==> src/cms_pkg.sv <==
// constants, field layouts and types for clock management and sleep control
// assumes oscillators reach the block as one-cycle tick pulses on CLK_SYS_I
package cms_pkg;

	// i/o port address shared by the primary and the auxiliary register
	localparam logic [3:0] CMS_IO_ADDR = 4'h3;

	// clock management register layout (auxiliary register)
	typedef struct packed {
		logic peripheral_clock_keep_in_sleep;
		logic ccs;
		logic core_speed_select_hi;
		logic core_speed_select_lo;
	} cms_cm_s;

	// system configuration register layout (primary register)
	typedef struct packed {
		logic brownout_threshold_select;
		logic unused;
		logic oscillator_select_hi;
		logic oscillator_select_lo;
	} cms_sc_s;

	localparam cms_cm_s CMS_CM_RESET = 4'hf;
	localparam cms_sc_s CMS_SC_RESET = 4'hb;

	// oscillator select codes
	localparam logic [1:0] CMS_OS_EXT = 2'h3;
	localparam logic [1:0] CMS_OS_RC2 = 2'h1;
	localparam logic [1:0] CMS_OS_XT4 = 2'h2;
	localparam logic [1:0] CMS_OS_XT32 = 2'h0;

	// core speed select codes
	localparam logic [1:0] CMS_CSS_DIV16 = 2'h0;
	localparam logic [1:0] CMS_CSS_DIV8 = 2'h3;
	localparam logic [1:0] CMS_CSS_DIV4 = 2'h2;
	localparam logic [1:0] CMS_CSS_DIV2 = 2'h1;

	// divider terminal counts (divide ratio minus one)
	localparam int CMS_DIV_W = 4;
	localparam logic [3:0] CMS_TC_DIV16 = 4'hf;
	localparam logic [3:0] CMS_TC_DIV8 = 4'h7;
	localparam logic [3:0] CMS_TC_DIV4 = 4'h3;
	localparam logic [3:0] CMS_TC_DIV2 = 4'h1;
	localparam logic [3:0] CMS_TC_SUB = 4'hf;

	// external clock supervisor timing
	localparam int CMS_CLK_MHZ = 125;
	localparam int CMS_EXT_MISS_US = 1000;
	localparam int CMS_EXT_MISS_CYC = CMS_EXT_MISS_US * CMS_CLK_MHZ;
	localparam int CMS_SUP_W = 32;

	// oscillator ticks in, oscillator run enables out
	typedef struct packed {
		logic rc1;
		logic rc2;
		logic xt4;
		logic xt32;
		logic ext;
	} cms_osc_s;

	typedef enum {
		CMS_SYNC_IDLE,
		CMS_SYNC_WAIT_OLD,
		CMS_SYNC_WAIT_NEW
	} cms_sync_e;

	function automatic logic [3:0] cms_div_tc(input logic [1:0] css);
		logic [3:0] tc;
		tc = CMS_TC_DIV8;
		case (css)
			CMS_CSS_DIV16: tc = CMS_TC_DIV16;
			CMS_CSS_DIV8: tc = CMS_TC_DIV8;
			CMS_CSS_DIV4: tc = CMS_TC_DIV4;
			CMS_CSS_DIV2: tc = CMS_TC_DIV2;
			default: tc = CMS_TC_DIV8;
		endcase
		return tc;
	endfunction : cms_div_tc

endpackage : cms_pkg

==> src/cms_tick_div.sv <==
// tick divider: one output pulse for every (tc+1) input ticks
// assumes ticks are single-cycle pulses synchronous to clk_i
`timescale 1ns/10ps
module cms_tick_div #(
	parameter int W = 4
) (
	input wire logic clk_i,
	input wire logic reset_i,
	input wire logic tick_i,
	input wire logic restart_i,
	input wire logic [W-1:0] tc_i,
	output logic pulse_o
);

	logic [W-1:0] cnt_r;

	// restart wins so a new ratio begins from a clean count
	always_ff @(posedge clk_i) begin
		if (reset_i || restart_i) begin
			cnt_r <= '0;
		end else if (tick_i) begin
			if (cnt_r >= tc_i) begin
				cnt_r <= '0;
			end else begin
				cnt_r <= cnt_r + 1'b1;
			end
		end
	end

	always_ff @(posedge clk_i) begin
		if (reset_i || restart_i) begin
			pulse_o <= 1'b0;
		end else begin
			pulse_o <= tick_i && (cnt_r >= tc_i);
		end
	end

endmodule : cms_tick_div

==> src/cms_top.sv <==
// clock source selection, core divider, sub-clock, sleep and osc stop
// assumes the core writes registers over the i/o bus, one cycle per OUT,
// and that all oscillator ticks are pulses synchronous to CLK_SYS_I
`timescale 1ns/10ps
module cms_top #(
	parameter int EXT_MISS_CYCLES = cms_pkg::CMS_EXT_MISS_CYC,
	parameter logic WDL_STOP_LEVEL = 1'b1
) (
	input wire logic CLK_SYS_I,
	input wire logic RESET_I,
	input wire logic IO_WRITE_I,
	input wire logic IO_AUX_I,
	input wire logic [3:0] IO_ADDR_I,
	input wire logic [3:0] IO_DATA_I,
	input wire cms_pkg::cms_osc_s OSC_TICK_I,
	input wire logic SLEEP_REQ_I,
	input wire logic IRQ_PENDING_I,
	input wire logic IRQ_ACTIVE_I,
	input wire logic WATCHDOG_LOCK_SIGNAL_I,
	output cms_pkg::cms_osc_s OSC_RUN_O,
	output logic SYS_CLK_EN_O,
	output logic CORE_CLK_EN_O,
	output logic PERIPH_CLK_EN_O,
	output logic PERIPHERAL_SUB_CLOCK_O,
	output logic INT_ENABLE_SET_O,
	output logic SLEEPING_O,
	output logic WAKE_O,
	output logic BROWNOUT_ENABLE_O,
	output logic BROWNOUT_LOW_SEL_O,
	output logic SUPERVISOR_RESET_O,
	output logic SYNC_BUSY_O
);

	cms_pkg::cms_cm_s cm_r;
	cms_pkg::cms_sc_s sc_r;
	logic wr_cm;
	logic wr_sc;

	// settings that currently drive the system clock
	logic act_ccs_r;
	logic [1:0] act_os_r;
	logic [1:0] act_css_r;
	cms_pkg::cms_sync_e sync_r;
	cms_pkg::cms_sync_e sync_nxt;
	logic sync_req_r;
	logic apply;

	logic [1:0] new_css;
	logic old_tick;
	logic new_tick;
	logic alt_tick;
	logic sys_tick;
	logic sub_div_tick;
	logic sub_tick;

	logic sleep_r;
	logic osc_stop;
	logic irq_any;

	logic [cms_pkg::CMS_SUP_W-1:0] miss_cnt_r;
	logic sup_armed;

	// pick one tick stream from core select and oscillator select
	function automatic logic pick_tick(input logic ccs, input logic [1:0] os,
			input cms_pkg::cms_osc_s t);
		logic r;
		r = 1'b0;
		if (ccs) begin
			r = t.rc1;
		end else begin
			case (os)
				cms_pkg::CMS_OS_EXT: r = t.ext;
				cms_pkg::CMS_OS_RC2: r = t.rc2;
				cms_pkg::CMS_OS_XT4: r = t.xt4;
				cms_pkg::CMS_OS_XT32: r = t.xt32;
				default: r = 1'b0;
			endcase
		end
		return r;
	endfunction : pick_tick

	// register writes: primary is system config, auxiliary is clock mgmt
	assign wr_sc = IO_WRITE_I && !IO_AUX_I
		&& (IO_ADDR_I == cms_pkg::CMS_IO_ADDR);
	assign wr_cm = IO_WRITE_I && IO_AUX_I
		&& (IO_ADDR_I == cms_pkg::CMS_IO_ADDR);

	always_ff @(posedge CLK_SYS_I) begin
		if (RESET_I) begin
			cm_r <= cms_pkg::CMS_CM_RESET;
		end else if (wr_cm) begin
			cm_r <= IO_DATA_I;
		end
	end

	always_ff @(posedge CLK_SYS_I) begin
		if (RESET_I) begin
			sc_r <= cms_pkg::CMS_SC_RESET;
		end else if (wr_sc) begin
			sc_r <= {IO_DATA_I[3], 1'b0, IO_DATA_I[1:0]};
		end
	end

	// brown-out threshold select straight from the register
	always_ff @(posedge CLK_SYS_I) begin
		if (RESET_I) begin
			BROWNOUT_LOW_SEL_O <= cms_pkg::CMS_SC_RESET.brownout_threshold_select;
		end else begin
			BROWNOUT_LOW_SEL_O <= sc_r.brownout_threshold_select;
		end
	end

	// a pending request survives writes that land mid-cycle; newest values win
	always_ff @(posedge CLK_SYS_I) begin
		if (RESET_I) begin
			sync_req_r <= 1'b0;
		end else if (wr_cm || wr_sc) begin
			sync_req_r <= 1'b1;
		end else if (sync_r == cms_pkg::CMS_SYNC_WAIT_OLD) begin
			sync_req_r <= 1'b0;
		end
	end

	assign new_css = {cm_r.core_speed_select_hi, cm_r.core_speed_select_lo};
	assign old_tick = pick_tick(act_ccs_r, act_os_r, OSC_TICK_I);
	assign new_tick = pick_tick(cm_r.ccs,
		{sc_r.oscillator_select_hi, sc_r.oscillator_select_lo},
		OSC_TICK_I);

	// wait for the end of an old output period, then for the new source edge
	always_comb begin
		sync_nxt = sync_r;
		case (sync_r)
			cms_pkg::CMS_SYNC_IDLE: begin
				if (sync_req_r) begin
					sync_nxt = cms_pkg::CMS_SYNC_WAIT_OLD;
				end
			end
			cms_pkg::CMS_SYNC_WAIT_OLD: begin
				if (sys_tick) begin
					sync_nxt = cms_pkg::CMS_SYNC_WAIT_NEW;
				end
			end
			cms_pkg::CMS_SYNC_WAIT_NEW: begin
				if (new_tick) begin
					sync_nxt = cms_pkg::CMS_SYNC_IDLE;
				end
			end
			default: sync_nxt = cms_pkg::CMS_SYNC_IDLE;
		endcase
	end

	always_ff @(posedge CLK_SYS_I) begin
		if (RESET_I) begin
			sync_r <= cms_pkg::CMS_SYNC_IDLE;
		end else begin
			sync_r <= sync_nxt;
		end
	end

	assign apply = (sync_r == cms_pkg::CMS_SYNC_WAIT_NEW) && new_tick;

	// source and ratio change in the same cycle, never apart
	always_ff @(posedge CLK_SYS_I) begin
		if (RESET_I) begin
			act_ccs_r <= cms_pkg::CMS_CM_RESET.ccs;
			act_os_r <= {cms_pkg::CMS_SC_RESET.oscillator_select_hi,
				cms_pkg::CMS_SC_RESET.oscillator_select_lo};
			act_css_r <= {cms_pkg::CMS_CM_RESET.core_speed_select_hi,
				cms_pkg::CMS_CM_RESET.core_speed_select_lo};
		end else if (apply) begin
			act_ccs_r <= cm_r.ccs;
			act_os_r <= {sc_r.oscillator_select_hi, sc_r.oscillator_select_lo};
			act_css_r <= new_css;
		end
	end

	always_ff @(posedge CLK_SYS_I) begin
		if (RESET_I) begin
			SYNC_BUSY_O <= 1'b0;
		end else begin
			SYNC_BUSY_O <= (sync_nxt != cms_pkg::CMS_SYNC_IDLE);
		end
	end

	// system clock divider restarts on the switch so no short first period
	cms_tick_div #(
		.W(cms_pkg::CMS_DIV_W)
	) u_sys_div (
		.clk_i(CLK_SYS_I),
		.reset_i(RESET_I),
		.tick_i(old_tick),
		.restart_i(apply),
		.tc_i(cms_pkg::cms_div_tc(act_css_r)),
		.pulse_o(sys_tick)
	);

	// sub-clock follows the oscillator select only, not the core select
	always_comb begin
		alt_tick = 1'b0;
		case (act_os_r)
			cms_pkg::CMS_OS_EXT: alt_tick = OSC_TICK_I.ext;
			cms_pkg::CMS_OS_RC2: alt_tick = OSC_TICK_I.rc2;
			cms_pkg::CMS_OS_XT4: alt_tick = OSC_TICK_I.xt4;
			cms_pkg::CMS_OS_XT32: alt_tick = OSC_TICK_I.xt32;
			default: alt_tick = 1'b0;
		endcase
	end

	cms_tick_div #(
		.W(cms_pkg::CMS_DIV_W)
	) u_sub_div (
		.clk_i(CLK_SYS_I),
		.reset_i(RESET_I),
		.tick_i(alt_tick),
		.restart_i(apply),
		.tc_i(cms_pkg::CMS_TC_SUB),
		.pulse_o(sub_div_tick)
	);

	assign sub_tick = (act_os_r == cms_pkg::CMS_OS_XT32) ?
		OSC_TICK_I.xt32 : sub_div_tick;

	// sleep entry, hold and exit
	assign irq_any = IRQ_PENDING_I || IRQ_ACTIVE_I;

	always_ff @(posedge CLK_SYS_I) begin
		if (RESET_I) begin
			sleep_r <= 1'b0;
		end else if (sleep_r && irq_any) begin
			sleep_r <= 1'b0;
		end else if (SLEEP_REQ_I && !irq_any) begin
			sleep_r <= 1'b1;
		end
	end

	// inter-instruction spacing before sleep is the program's duty
	always_ff @(posedge CLK_SYS_I) begin
		if (RESET_I) begin
			INT_ENABLE_SET_O <= 1'b0;
		end else begin
			INT_ENABLE_SET_O <= SLEEP_REQ_I;
		end
	end

	always_ff @(posedge CLK_SYS_I) begin
		if (RESET_I) begin
			WAKE_O <= 1'b0;
		end else begin
			WAKE_O <= sleep_r && irq_any;
		end
	end

	assign SLEEPING_O = sleep_r;

	// clock enables; core halts in sleep, peripherals per keep bit
	assign SYS_CLK_EN_O = sys_tick;
	assign CORE_CLK_EN_O = sys_tick && !sleep_r;
	assign PERIPH_CLK_EN_O = sys_tick
		&& (!sleep_r || cm_r.peripheral_clock_keep_in_sleep);
	assign PERIPHERAL_SUB_CLOCK_O = sub_tick
		&& (!sleep_r || cm_r.peripheral_clock_keep_in_sleep);

	// watchdog lock polarity is a parameter, it is not pinned down
	assign osc_stop = sleep_r && !cm_r.peripheral_clock_keep_in_sleep
		&& (WATCHDOG_LOCK_SIGNAL_I == WDL_STOP_LEVEL);

	// oscillator run enables; 32 kHz never stops while selected
	always_ff @(posedge CLK_SYS_I) begin
		if (RESET_I) begin
			OSC_RUN_O.rc1 <= 1'b1;
			OSC_RUN_O.rc2 <= 1'b0;
			OSC_RUN_O.xt4 <= 1'b0;
			OSC_RUN_O.xt32 <= 1'b0;
			OSC_RUN_O.ext <= 1'b0;
		end else begin
			OSC_RUN_O.rc1 <= act_ccs_r && !osc_stop;
			OSC_RUN_O.rc2 <= (act_os_r == cms_pkg::CMS_OS_RC2)
				&& !osc_stop;
			OSC_RUN_O.xt4 <= (act_os_r == cms_pkg::CMS_OS_XT4)
				&& !osc_stop;
			OSC_RUN_O.ext <= (act_os_r == cms_pkg::CMS_OS_EXT)
				&& !osc_stop;
			OSC_RUN_O.xt32 <= (act_os_r == cms_pkg::CMS_OS_XT32);
		end
	end

	always_ff @(posedge CLK_SYS_I) begin
		if (RESET_I) begin
			BROWNOUT_ENABLE_O <= 1'b1;
		end else begin
			BROWNOUT_ENABLE_O <= !osc_stop;
		end
	end

	// external clock supervisor; idle while the external stage is stopped
	// counter restarts after a pulse, so a dead input keeps pulsing
	assign sup_armed = !act_ccs_r && (act_os_r == cms_pkg::CMS_OS_EXT)
		&& !osc_stop;

	always_ff @(posedge CLK_SYS_I) begin
		if (RESET_I || !sup_armed || OSC_TICK_I.ext) begin
			miss_cnt_r <= '0;
		end else if (miss_cnt_r <= EXT_MISS_CYCLES[cms_pkg::CMS_SUP_W-1:0]) begin
			miss_cnt_r <= miss_cnt_r + 1'b1;
		end else begin
			miss_cnt_r <= '0;
		end
	end

	always_ff @(posedge CLK_SYS_I) begin
		if (RESET_I) begin
			SUPERVISOR_RESET_O <= 1'b0;
		end else begin
			SUPERVISOR_RESET_O <= sup_armed && !OSC_TICK_I.ext
				&& (miss_cnt_r
				> EXT_MISS_CYCLES[cms_pkg::CMS_SUP_W-1:0]);
		end
	end

endmodule : cms_top

==> config.mk <==
export PLATFORM = sky130hd
export DESIGN_NAME = cms_top
export DESIGN_NICKNAME = d
export VERILOG_FILES = /design/src/cms_pkg.sv /design/src/cms_tick_div.sv /design/src/cms_top.sv
export SDC_FILE = /design/constraint.sdc
export NUM_CORES = 1
export LEC_CHECK = 0
export ABC_AREA = 1
export BUFFER_PORTS_ARGS = -buffer_cell sky130_fd_sc_hd__buf_4
export CAP_MARGIN = 40
export CORE_MARGIN = 8
export CORE_UTILIZATION = 55
export CTS_CLUSTER_SIZE = 25
export DETAILED_ROUTE_END_ITERATION = 8
export HOLD_SLACK_MARGIN = 0.08
export MAX_ROUTING_LAYER = met4
export PLACE_DENSITY_LB_ADDON = 0.05
export SLEW_MARGIN = 10
export SYNTH_ARGS = -nofsm -noshare
export SYNTH_HDL_FRONTEND = slang
export SYNTH_SLANG_ARGS = --single-unit
==> constraint.sdc <==
create_clock -name CLK_SYS_I -period 3.6 [get_ports CLK_SYS_I]
set_input_delay 0.36 -clock CLK_SYS_I [delete_from_list [all_inputs] [get_ports CLK_SYS_I]]
set_output_delay 0.36 -clock CLK_SYS_I [all_outputs]
set_load 0.01 [all_outputs]
==> results by group, run 1 <==
Cells and area
  – Final Util: slightly below 70%
  – Layout cells sized above 1: between 10% and 20%
  – ANT cells: 0
  – Fillcell total: approximately 560
  – Footprint of the multi-input gates: about 1500 sq um
  – Post-route cell area: approximately 4300 sq um
  – Nets: 537
  – Register area: around 2000 sq um
  – Area Growth Syn to Fin: 19.46%

Placed design
  – Place WS: roughly 1.8 ns
  – Post-DP HPWL: approximately 4500 um
  – PortBufs: 36
  – DP Area: a little over 4000 sq um
  – Routability cong.: 0.7982

CTS
  – Worst-case clock buffer depth: 2
  – CTS Sinks: 99
  – H-tree lvl count: 3
  – TritonCTS clock tree: built
  – Post-CTS setup buffer count: 0
  – Post-CTS Resized: 0
  – Clock Latency Late Sink: 0.35 ns
  – TritonCTS buffer count: 9
  – Hold Buf Count CTS: 0
  – CTS clock-pin slew for the worst setup and hold paths: 0.09 ns
  – Clock root buffer: clkbuf_8

Synthesis
  – Top-count cell post-synth: dfxtp_1
  – Synth cell types: 33
  – Post-synth EDFFs: 0
  – Post-synthesis register bit count: 99
  – Post-Syn Area: between 3000 and 4000 sq um
  – Async set-reset flop share out of synthesis: 0%
  – Multiplexer area fraction after synthesis: 0%
  – Avg Cell Area, Syn: about 8.5 sq um
  – Synth cell count leaders: dfxtp_1 (99), nand2_1 (75), nor2_1 (73)
  – Post-Syn Instances: 420
  – Synth Flop Type: dfxtp_1
  – Synth top area cells: dfxtp_1 (55%), nand2_1 (7.9%), nor2_1 (7.7%), inv_1 (5.3%), ha_1 (3.1%)
  – Post-synthesis simple-gate area fraction: about a quarter
  – Synth area leader: dfxtp_1
  – Compound-Gate Fraction of Synth Area: 5.311%
  – Seq/Total Area, Yosys: a little under three fifths
  – Largest family of logic cells by synthesized area: simple AND/OR/NAND/NOR gates
  – Share of the synthesized area in the top cell type: between 50% and 60%
  – Area share of fa/ha/maj cells after synthesis: 3.145%
  – Xor/xnor share of the synthesized area: under 10%
  – YS warnings: 0

Routing
  – Initial DRC count: 83
  – Routed length per instance: slightly above 10 um
  – DR vias/cell: between 4 and 5
  – TritonRoute pass-1 iters: 4
  – Post-Route WL: about 6000 um
  – DRC viols: 0
  – Final ANT Viol Nets: 0
  – DR vias: between 2,000 and 3,000

Status
  – Status: finished clean

GRT
  – Vias in the first global route: around 2,700
  – Tot GR Track Use: 14.14%
  – Global-route wire length before repair: 10,920 um
  – Largest net degree at the start of global routing: 19
  – GRT overflow: 0
  – Antenna violations before repair: 0

Setup path
  – Worst endpoint data arrival time: approximately 1.4 ns
  – Worst path required time: around 3.2 ns
  – Worst setup path startpoint: act_os_r[1]
  – Worst-path maximum fanout: 8
  – Register-to-Register Path Depth: 9
  – Critical path endpoint category: output pin
  – CP Launch Type: register
  – R2R Path Start: miss_cnt_r[0]
  – Worst setup path class: register to output pin

Power and ir drop
  – Power per cell area: 439.8 nW/um^2
  – Peak supply drop: 427.0 uV
  – Leakage: ~2 nW

STA
  – Clk_skew: ~0.0093 ns
  – F_max: between 500 and 600 MHz
  – Final Hold Viols: 0
  – Endpoints failing setup: 0
  – Hold Worst Slack: 0.2109 ns
  – RSZ-0062 raised after global routing: no
  – Fin crit period: around 1.7 ns
  – Slew Viols, Final: 0
  – Setup TNS Final: 0 ns
  – Final worst-path cycle share: between 40% and 50%
  – Final Worst Setup Slack: 1.892 ns

Worst hold path
  – Hold_sp: SLEEP_REQ_I
  – Hold Path Class: input port to register
  – Worst Hold Path Cells: 3

Floorplanning
  – Die Wd: ~97 um
  – Die height: 96.69 um
  – Area of the core: 6314 sq um
  – I/O Pins: 37
  – Die Area: ~9300 sq um
  – Site row count: 29
  – Initial core utilization: 56.72%

Job
  – Max Cap Viol: 0
## final timing paths
kind | to | slack, ns
setup / recovery | PERIPHERAL_SUB_CLOCK_O | 1.89
hold reg to reg | BROWNOUT_LOW_SEL_O | 0.43
hold / removal | INT_ENABLE_SET_O | 0.21
setup reg to reg | miss_cnt_r[16] | 1.90
## worst max-delay path: stages, from the launching register on
cell and delay, ns:
dfxtp_1 0.53, nor2_4 0.07, inv_1 0.08, nand2_1 0.05, a21oi_1 0.12, buf_4 0.14
## cells in the final DEF, fill, tap and decap left out, types with 10 or more instances in the layout
cell,n
a21oi_1,11
nor2_2,14
nor2_1,73
inv_1,51
nand3_1,21
dfxtp_1,99
nand2_1,75
conb_1,45
buf_4,36
clkbuf_8,10
## report_power, final
group / leakage (nW) / internal [mW] / total (mW) / switching [mW]
clock: 0.0980 / 0.284 / 0.670 / 0.386
sequential: 0.817 / 1.13 / 1.14 / 0.0136
combinational: 1.03 / 0.0315 / 0.0688 / 0.0374
total: 1.95 / 1.44 / 1.88 / 0.437
## sequential cells by signal, indices dropped and copies added (netlist names), 2 cells and up
name / count
miss_cnt_r: 32
sync_r: 32
OSC_RUN_O: 5
cm_r: 4
u_sub_div.cnt_r: 4
u_sys_div.cnt_r: 4
sc_r: 3
act_css_r: 2
act_os_r: 2
## routing by layer
layer	GRT usage (%)	up-vias	part of all wire, %
met5	-	-	0
met4	6.509	0	1.8
met3	3.983	8	2.6
met2	24.84	22	50
met1	14.22	1209	45
li1	-	1440	-
## kinds of logic (layout without fill, tap and decap cells)
kind of cell	after synthesis	after routing
compound gates	32	32
xor+xnor	15	15
fa+ha+maj	9	9
buf+inv	55	103
flops	99	99
other cells	1	45
simple gates	209	209
## area by class of cell
cell class	instances	share of cell area, %
clock buffer	10	3.217
clock inverter	6	1.345
inverter	51	4.475
multi-input combinational	310	36.06
sequential	99	46.33
tap	77	2.252
timing repair buffer	36	6.318
## through the flow
step           cells  power (mW)
3_3_place_gp     573       1.234
6_report         589       1.881
3_5_place_dp     573       1.237
5_1_grt          589       1.963
4_1_cts          589       1.908
2_1_floorplan    464       1.205
No activity file was read; power rests on OpenSTA's default activity.
==> run 2: changes to the inputs <==
--- a/config.mk
+++ b/config.mk
@@ -5,11 +5,11 @@
 export SDC_FILE = /design/constraint.sdc
 export NUM_CORES = 1
 export LEC_CHECK = 0
-export ABC_AREA = 1
+export ABC_AREA = 0
 export BUFFER_PORTS_ARGS = -buffer_cell sky130_fd_sc_hd__buf_4
 export CAP_MARGIN = 40
 export CORE_MARGIN = 8
-export CORE_UTILIZATION = 55
+export CORE_UTILIZATION = 51
 export CTS_CLUSTER_SIZE = 25
 export DETAILED_ROUTE_END_ITERATION = 8
 export HOLD_SLACK_MARGIN = 0.08
==> constraint.sdc (replaced) <==
create_clock -name CLK_SYS_I -period 1.4 [get_ports CLK_SYS_I]
set_input_delay 0.14 -clock CLK_SYS_I [delete_from_list [all_inputs] [get_ports CLK_SYS_I]]
set_output_delay 0.14 -clock CLK_SYS_I [all_outputs]
set_load 0.01 [all_outputs]
==> results by group, run 2 <==
Routing
  – TritonRoute pass-1 iters: 4
  – Routed length per instance: about 13 um
  – Final ANT Viol Nets: 0
  – Initial DRC count: 68
  – Post-Route WL: slightly above 7000 um
  – DR vias/cell: 4.773
  – DRC viols: 0
  – DR vias: ~2,600

Status
  – Status: complete, but fails checks
  – Failing checks: setup timing

Power and ir drop
  – Peak supply drop: ~780 uV
  – Power per cell area: between 1000 and 1500 nW/um^2
  – Leakage: slightly above 2 nW
  – Power Total: approximately 5 mW

Cells and area
  – Area Growth Syn to Fin: 43.37%
  – Post-route cell area: 4818 sq um
  – Most frequent cells in the layout: dfxtp_1 (89), buf_4 (79), conb_1 (45)
  – ANT cells: 0
  – Footprint of the multi-input gates: around 1700 sq um
  – Register area: approximately 2000 sq um
  – Commonest non-fill, non-tap cell in the layout: dfxtp_1
  – Layout cells sized above 1: about 34%
  – Nets: just under 500
  – Largest registers: miss_cnt_r: 32 flops, sync_r: 32 flops, OSC_RUN_O: 5 flops
  – Post-route insts no fill: about 540
  – Final Util: approximately three quarters
  – Fillcell total: roughly 480

CTS
  – Clock Latency Late Sink: around 0.36 ns
  – Clock root buffer: clkbuf_8
  – CTS clock-pin slew for the worst setup and hold paths: 0.10 ns
  – H-tree lvl count: 3
  – CTS Sinks: 99
  – Worst-case clock buffer depth: 2
  – TritonCTS buffer count: 9
  – TritonCTS clock tree: built

Synthesis
  – Synth area leader: dfxtp_1
  – Avg Cell Area, Syn: ~11 sq um
  – Top-count cell post-synth: dfxtp_1
  – YS warnings: 0
  – Synth top area cells: dfxtp_1 (59%), nor2_1 (4.5%), ha_1 (3.4%), mux2i_1 (3.3%), nand2_1 (2.7%)
  – Async set-reset flop share out of synthesis: 0%
  – Post-synth EDFFs: 0
  – Synth Flop Type: dfxtp_1
  – Synth cell types: 43
  – Post-synthesis register bit count: 99
  – Share of the synthesized area in the top cell type: around 59%
  – Synth cell count leaders: dfxtp_1 (99), nor2_1 (40), nand2_1 (24)
  – Seq/Total Area, Yosys: a little under 60%
  – Post-Syn Instances: 318
  – Post-Syn Area: approximately 3400 sq um

STA
  – Final worst-path cycle share: 128.6%
  – Final Hold Viols: 0
  – Hold Worst Slack: 0.09618 ns
  – RSZ-0062 raised after global routing: yes
  – F_max: roughly 560 MHz
  – Clk_skew: about 0.012 ns
  – Setup TNS Final: -12.25 ns
  – Fin crit period: 1.800 ns
  – Endpoints failing setup: 38
  – Final Worst Setup Slack: -0.4000 ns
  – Slew Viols, Final: 0

Floorplanning
  – Die height: 97.18 um
  – Die Area: about 9400 sq um
  – Initial core utilization: 52.93%
  – Site row count: 29
  – Die Wd: a little under 100 um
  – I/O Pins: 37
  – Area of the core: roughly 6300 sq um

Setup path
  – Worst-path maximum fanout: 5
  – Worst endpoint data arrival time: ~2.1 ns
  – Levels on crit path: 8
  – CP dominant cell by count: a211o_1
  – Crit path largest cell delay: roughly 0.33 ns
  – Worst path cell trace: inv_1 -> ha_1 -> nand2b_1 -> a211o_1 -> a211o_1 -> a211o_1 -> buf_6 -> nor2_4
  – CP bufs+invs: 2
  – CP Launch Type: register
  – Worst setup path class: register to register
  – CP max-delay cell: dfxtp_2
  – Critical path endpoint category: register
  – Worst path required time: roughly 1.7 ns
  – CP delay by family, top: compound AO/OA/AOI/OAI gates
  – Register-to-Register Path Depth: 8

GRT
  – Global-route wire length before repair: ~12,000 um
  – Antenna violations before repair: 0
  – Vias in the first global route: roughly 2,600
  – Largest net degree at the start of global routing: 20
  – GRT overflow: 0
  – Tot GR Track Use: between 15 and 20%

Placed design
  – PortBufs: 36
  – Place WS: -0.4172 ns
  – Post-DP HPWL: just under 5000 um
  – DP Area: 4219 sq um
  – Routability cong.: 0.8647
  – Cells after DPL: approximately 510

Worst hold path
  – Hold Path Class: input port to register
  – Worst Hold Path Cells: 2

Job
  – Max Cap Viol: 0
-- run 2: path summary, 6_finish.rpt --
kind | startpoint | to | slack [ns]
max | miss_cnt_r[0] | miss_cnt_r[16] | -0.40
min reg2reg | sc_r[3] | BROWNOUT_LOW_SEL_O | 0.48
min | OSC_TICK_I[4] | act_ccs_r | 0.1
max reg2reg | miss_cnt_r[0] | miss_cnt_r[16] | -0.40
-- run 2: layout make-up --
type / instances / area share, %
clock buffer: 10 / 2.856
clock inverter: 6 / 1.350
inverter: 9 / 0.7011
multi-input combinational: 245 / 35.26
sequential: 99 / 41.39
tap: 77 / 1.999
timing repair buffer: 96 / 16.44
-- run 2: kinds of logic (layout without fill, tap and decap cells) --
group,Yosys count,after routing,share of synthesized area (%)
AO/OA/AOI/OAI,32,32,5.808
multiplexers,14,14,5.026
buffers and inverters,18,121,2.829
other,1,45,0.1116
AND/OR/NAND/NOR,129,129,19.73
adder cells (fa/ha/maj),9,9,3.351
XOR/XNOR,16,16,4.170
flip-flops,99,99,58.97
-- run 2: report_power, final --
part,total [mW],switching (mW),internal [mW]
Combinational,0.256,0.114,0.141
Sequential,2.95,0.0456,2.90
Clock,1.79,1.04,0.751
-- run 2: repair_timing --
item	CTS	global route
gates resized for setup	28	36
gates cloned	2	0
hold endpoints to repair	10	0
hold buffers	10	0
setup buffers	5	1
endpoints found under the setup margin	38	39
pin swaps	14	14
-- run 2: per-layer routing --
metal	GRT usage (%)	vias up	wire length, um
met5	-	-	0
met2	24.84	50	3416
li1	-	1335	-
met3	3.556	21	286
met1	18.45	1181	3213
met4	8.402	0	227
==> run 3: changes to the inputs <==
--- a/config.mk
+++ b/config.mk
@@ -9,7 +9,7 @@
 export BUFFER_PORTS_ARGS = -buffer_cell sky130_fd_sc_hd__buf_4
 export CAP_MARGIN = 40
 export CORE_MARGIN = 8
-export CORE_UTILIZATION = 51
+export CORE_UTILIZATION = 52
 export CTS_CLUSTER_SIZE = 25
 export DETAILED_ROUTE_END_ITERATION = 8
 export HOLD_SLACK_MARGIN = 0.08
@@ -18,4 +18,5 @@
 export SLEW_MARGIN = 10
 export SYNTH_ARGS = -nofsm -noshare
 export SYNTH_HDL_FRONTEND = slang
+export SYNTH_HIERARCHICAL = 1
 export SYNTH_SLANG_ARGS = --single-unit
==> results by group, run 3 <==
Status
  – Status: complete, but fails checks
  – Failing checks: setup timing

Placed design
  – DP Area: approximately 4500 sq um
  – Post-DP HPWL: 5041 um
  – PortBufs: 36
  – Place WS: -0.4022 ns
  – Cells after DPL: 552
  – Routability cong.: approximately 0.76

Cells and area
  – Post-route cell area: about 5100 sq um
  – Area Growth Syn to Fin: 43.19%
  – Final Util: between 70% and 80%
  – Commonest non-fill, non-tap cell in the layout: buf_4
  – Layout cells sized above 1: 35.52%
  – Post-route insts no fill: between 500 and 600
  – Fillcell total: approximately 460
  – Largest registers: miss_cnt_r: 32 flops, sync_r: 32 flops, OSC_RUN_O: 5 flops
  – ANT cells: 0
  – Nets: 534
  – Most frequent cells in the layout: buf_4 (89), dfxtp_1 (86), conb_1 (50)

Setup path
  – R2R Path Start: miss_cnt_r[0]
  – Worst setup path class: register to register
  – CP Launch Type: register
  – Worst-path maximum fanout: 7
  – Worst setup path startpoint: miss_cnt_r[0]
  – Reg-to-reg slack, setup: -0.38 ns
  – Reg2Reg Capture Point: miss_cnt_r[9]
  – Worst endpoint data arrival time: around 2.1 ns
  – End point of the critical path: miss_cnt_r[9]
  – Worst path required time: roughly 1.7 ns
  – Critical path endpoint category: register
  – Register-to-Register Path Depth: 8

GRT
  – Antenna violations before repair: 0
  – Largest net degree at the start of global routing: 32
  – Vias in the first global route: 2,758
  – Tot GR Track Use: around 16%
  – Global-route wire length before repair: about 12,000 um
  – GRT overflow: 0

Synthesis
  – Synth Flop Type: dfxtp_1
  – Post-synthesis register bit count: a little under 100
  – Synth cell types: 49
  – YS warnings: 6
  – Seq/Total Area, Yosys: between 50% and 60%
  – Synth area leader: dfxtp_1
  – Post-synth EDFFs: 0
  – Synth cell count leaders: dfxtp_1 (99), nor2_1 (38), inv_1 (21)
  – Async set-reset flop share out of synthesis: 0%
  – Post-Syn Instances: ~340
  – Post-Syn Area: approximately 3600 sq um
  – Synth top area cells: dfxtp_1 (55%), ha_1 (4.9%), nor2_1 (4.0%), xor2_1 (2.4%), inv_1 (2.2%)
  – Share of the synthesized area in the top cell type: between 50 and 60%
  – Avg Cell Area, Syn: ~10 sq um
  – Top-count cell post-synth: dfxtp_1

Power and ir drop
  – Power per cell area: between 900 and 1000 nW/um^2
  – Sequential power share: between 50% and 60%
  – Comb pwr share: about 6.6%
  – Clk network pwr share: roughly a third
  – Leakage: approximately 2.2 nW
  – Power Total: between 5 and 6 mW
  – Switching power: between 1 and 1.5 mW
  – Peak supply drop: approximately 1000 uV
  – Internal power: 3.779 mW
  – Switch share: between 20% and 30%

Floorplanning
  – I/O Pins: 37
  – Die Area: a little under 10,000 sq um
  – Die Wd: between 90 and 100 um
  – Initial core utilization: approximately 53%
  – Die height: 99.09 um
  – Area of the core: 6756 sq um
  – Site row count: 30

STA
  – Clk_skew: between 0.01 and 0.015 ns
  – Slew Viols, Final: 0
  – RSZ-0062 raised after global routing: yes
  – Final Worst Setup Slack: -0.3765 ns
  – F_max: between 500 and 600 MHz
  – Hold Worst Slack: approximately 0.10 ns
  – Endpoints failing setup: 38
  – Fin crit period: roughly 1.8 ns
  – Final worst-path cycle share: 126.9%
  – Setup TNS Final: -12.10 ns
  – Final Hold Viols: 0

Routing
  – Routed length per instance: between 10 and 15 um
  – TritonRoute pass-1 iters: 4
  – DRC viols: 0
  – DR vias: approximately 2,800
  – Initial DRC count: between 80 and 90
  – Final ANT Viol Nets: 0
  – DR vias/cell: ~4.8
  – Post-Route WL: around 7400 um

CTS
  – TritonCTS clock tree: built
  – CTS clock-pin slew for the worst setup and hold paths: around 0.11 ns
  – H-tree lvl count: 3
  – CTS Sinks: slightly below 100
  – TritonCTS buffer count: 9
  – Worst-case clock buffer depth: 2
  – Clock root buffer: clkbuf_8
  – Clock Latency Late Sink: roughly 0.37 ns

Worst hold path
  – Hold Path Class: input port to register

Job
  – Max Cap Viol: 0
run 3: cell count changes in the layout (fill, tap and decap cells not counted), sizes merged, moves of 4 or more:
cell    delta
buf       +11
inv       +11
o21ai      +4
nand2     -13
nor3       +4
ha         +5
mux2i     -11
a211o      +4
conb       +5
nand3      +7
nand3b     +4
run 3: worst min-delay path by stage:
stage	startpoint	to	slack, ns	cells past startpoint
floorplan	RESET_I	u_sub_div/cnt_r[2]	0.21	1
global route	IRQ_ACTIVE_I	WAKE_O	0.09	3
global placement	SLEEP_REQ_I	INT_ENABLE_SET_O	0.36	2
finish	IRQ_ACTIVE_I	WAKE_O	0.10	3
CTS	IRQ_ACTIVE_I	WAKE_O	0.09	3
detailed placement	IO_DATA_I[3]	sc_r[3]	0.37	2
run 3: logic make-up (layout without fill, tap and decap cells):
| family | count (synthesis) | in the layout | synth area share [%] |
|---|---|---|---|
| AND/OR/NAND/NOR | 134 | 134 | 21.23 |
| flip-flops | 99 | 99 | 55.21 |
| AO/OA/AOI/OAI | 42 | 42 | 8.505 |
| buffers and inverters | 31 | 143 | 3.973 |
| XOR/XNOR | 17 | 17 | 4.148 |
| adder cells (fa/ha/maj) | 14 | 14 | 4.880 |
| multiplexers | 5 | 5 | 1.847 |
| other | 2 | 50 | 0.2092 |
run 3: worst max-delay path, stage by stage, from the launching register on:
cell,delay (ns)
dfxtp_2,0.34
inv_2,0.05
ha_1,0.13
nand2b_1,0.05
a211o_1,0.26
a211o_1,0.31
a311o_1,0.31
buf_4,0.18
nor2_1,0.09
run 3: repair_timing:
action	4_1_cts	5_1_grt
buffers inserted	6	6
hold buffers	8	0
hold endpoints to repair	5	0
endpoints found under the setup margin	38	40
pin swaps	17	13
resized for setup	36	31
gates cloned	0	0
run 3: layer usage:
metal / up-vias / part of all wire, % / routed length [um] / track usage [%]
li1: 1447 / - / - / -
met1: 1296 / 45 / 3355 / 17.47
met2: 25 / 51 / 3744 / 26.82
met3: 6 / 2.9 / 216 / 3.312
met4: 0 / 1.1 / 83 / 6.985
met5: - / 0 / 0 / -
run 3: area by class of cell:
class	count	area [sq um]	share of cell area (%)
flip-flops and latches	99	2001	38.92
clock inverters	7	70.07	1.363
well taps	80	100.1	1.947
inverters	21	78.83	1.534
multi-input cells	262	1913	37.22
clock buffers	9	123.9	2.410
repair buffers	106	853.3	16.60
run 3: power groups by stage:
stage               combinational, mW  clock, mW  sequential, mW
floorplan                       0.154          0            3.00
global placement                0.278          0            3.00
detailed placement              0.285          0            3.00
CTS                             0.319       1.81            2.95
global route                    0.368       1.94            2.96
finish                          0.334       1.77            2.95
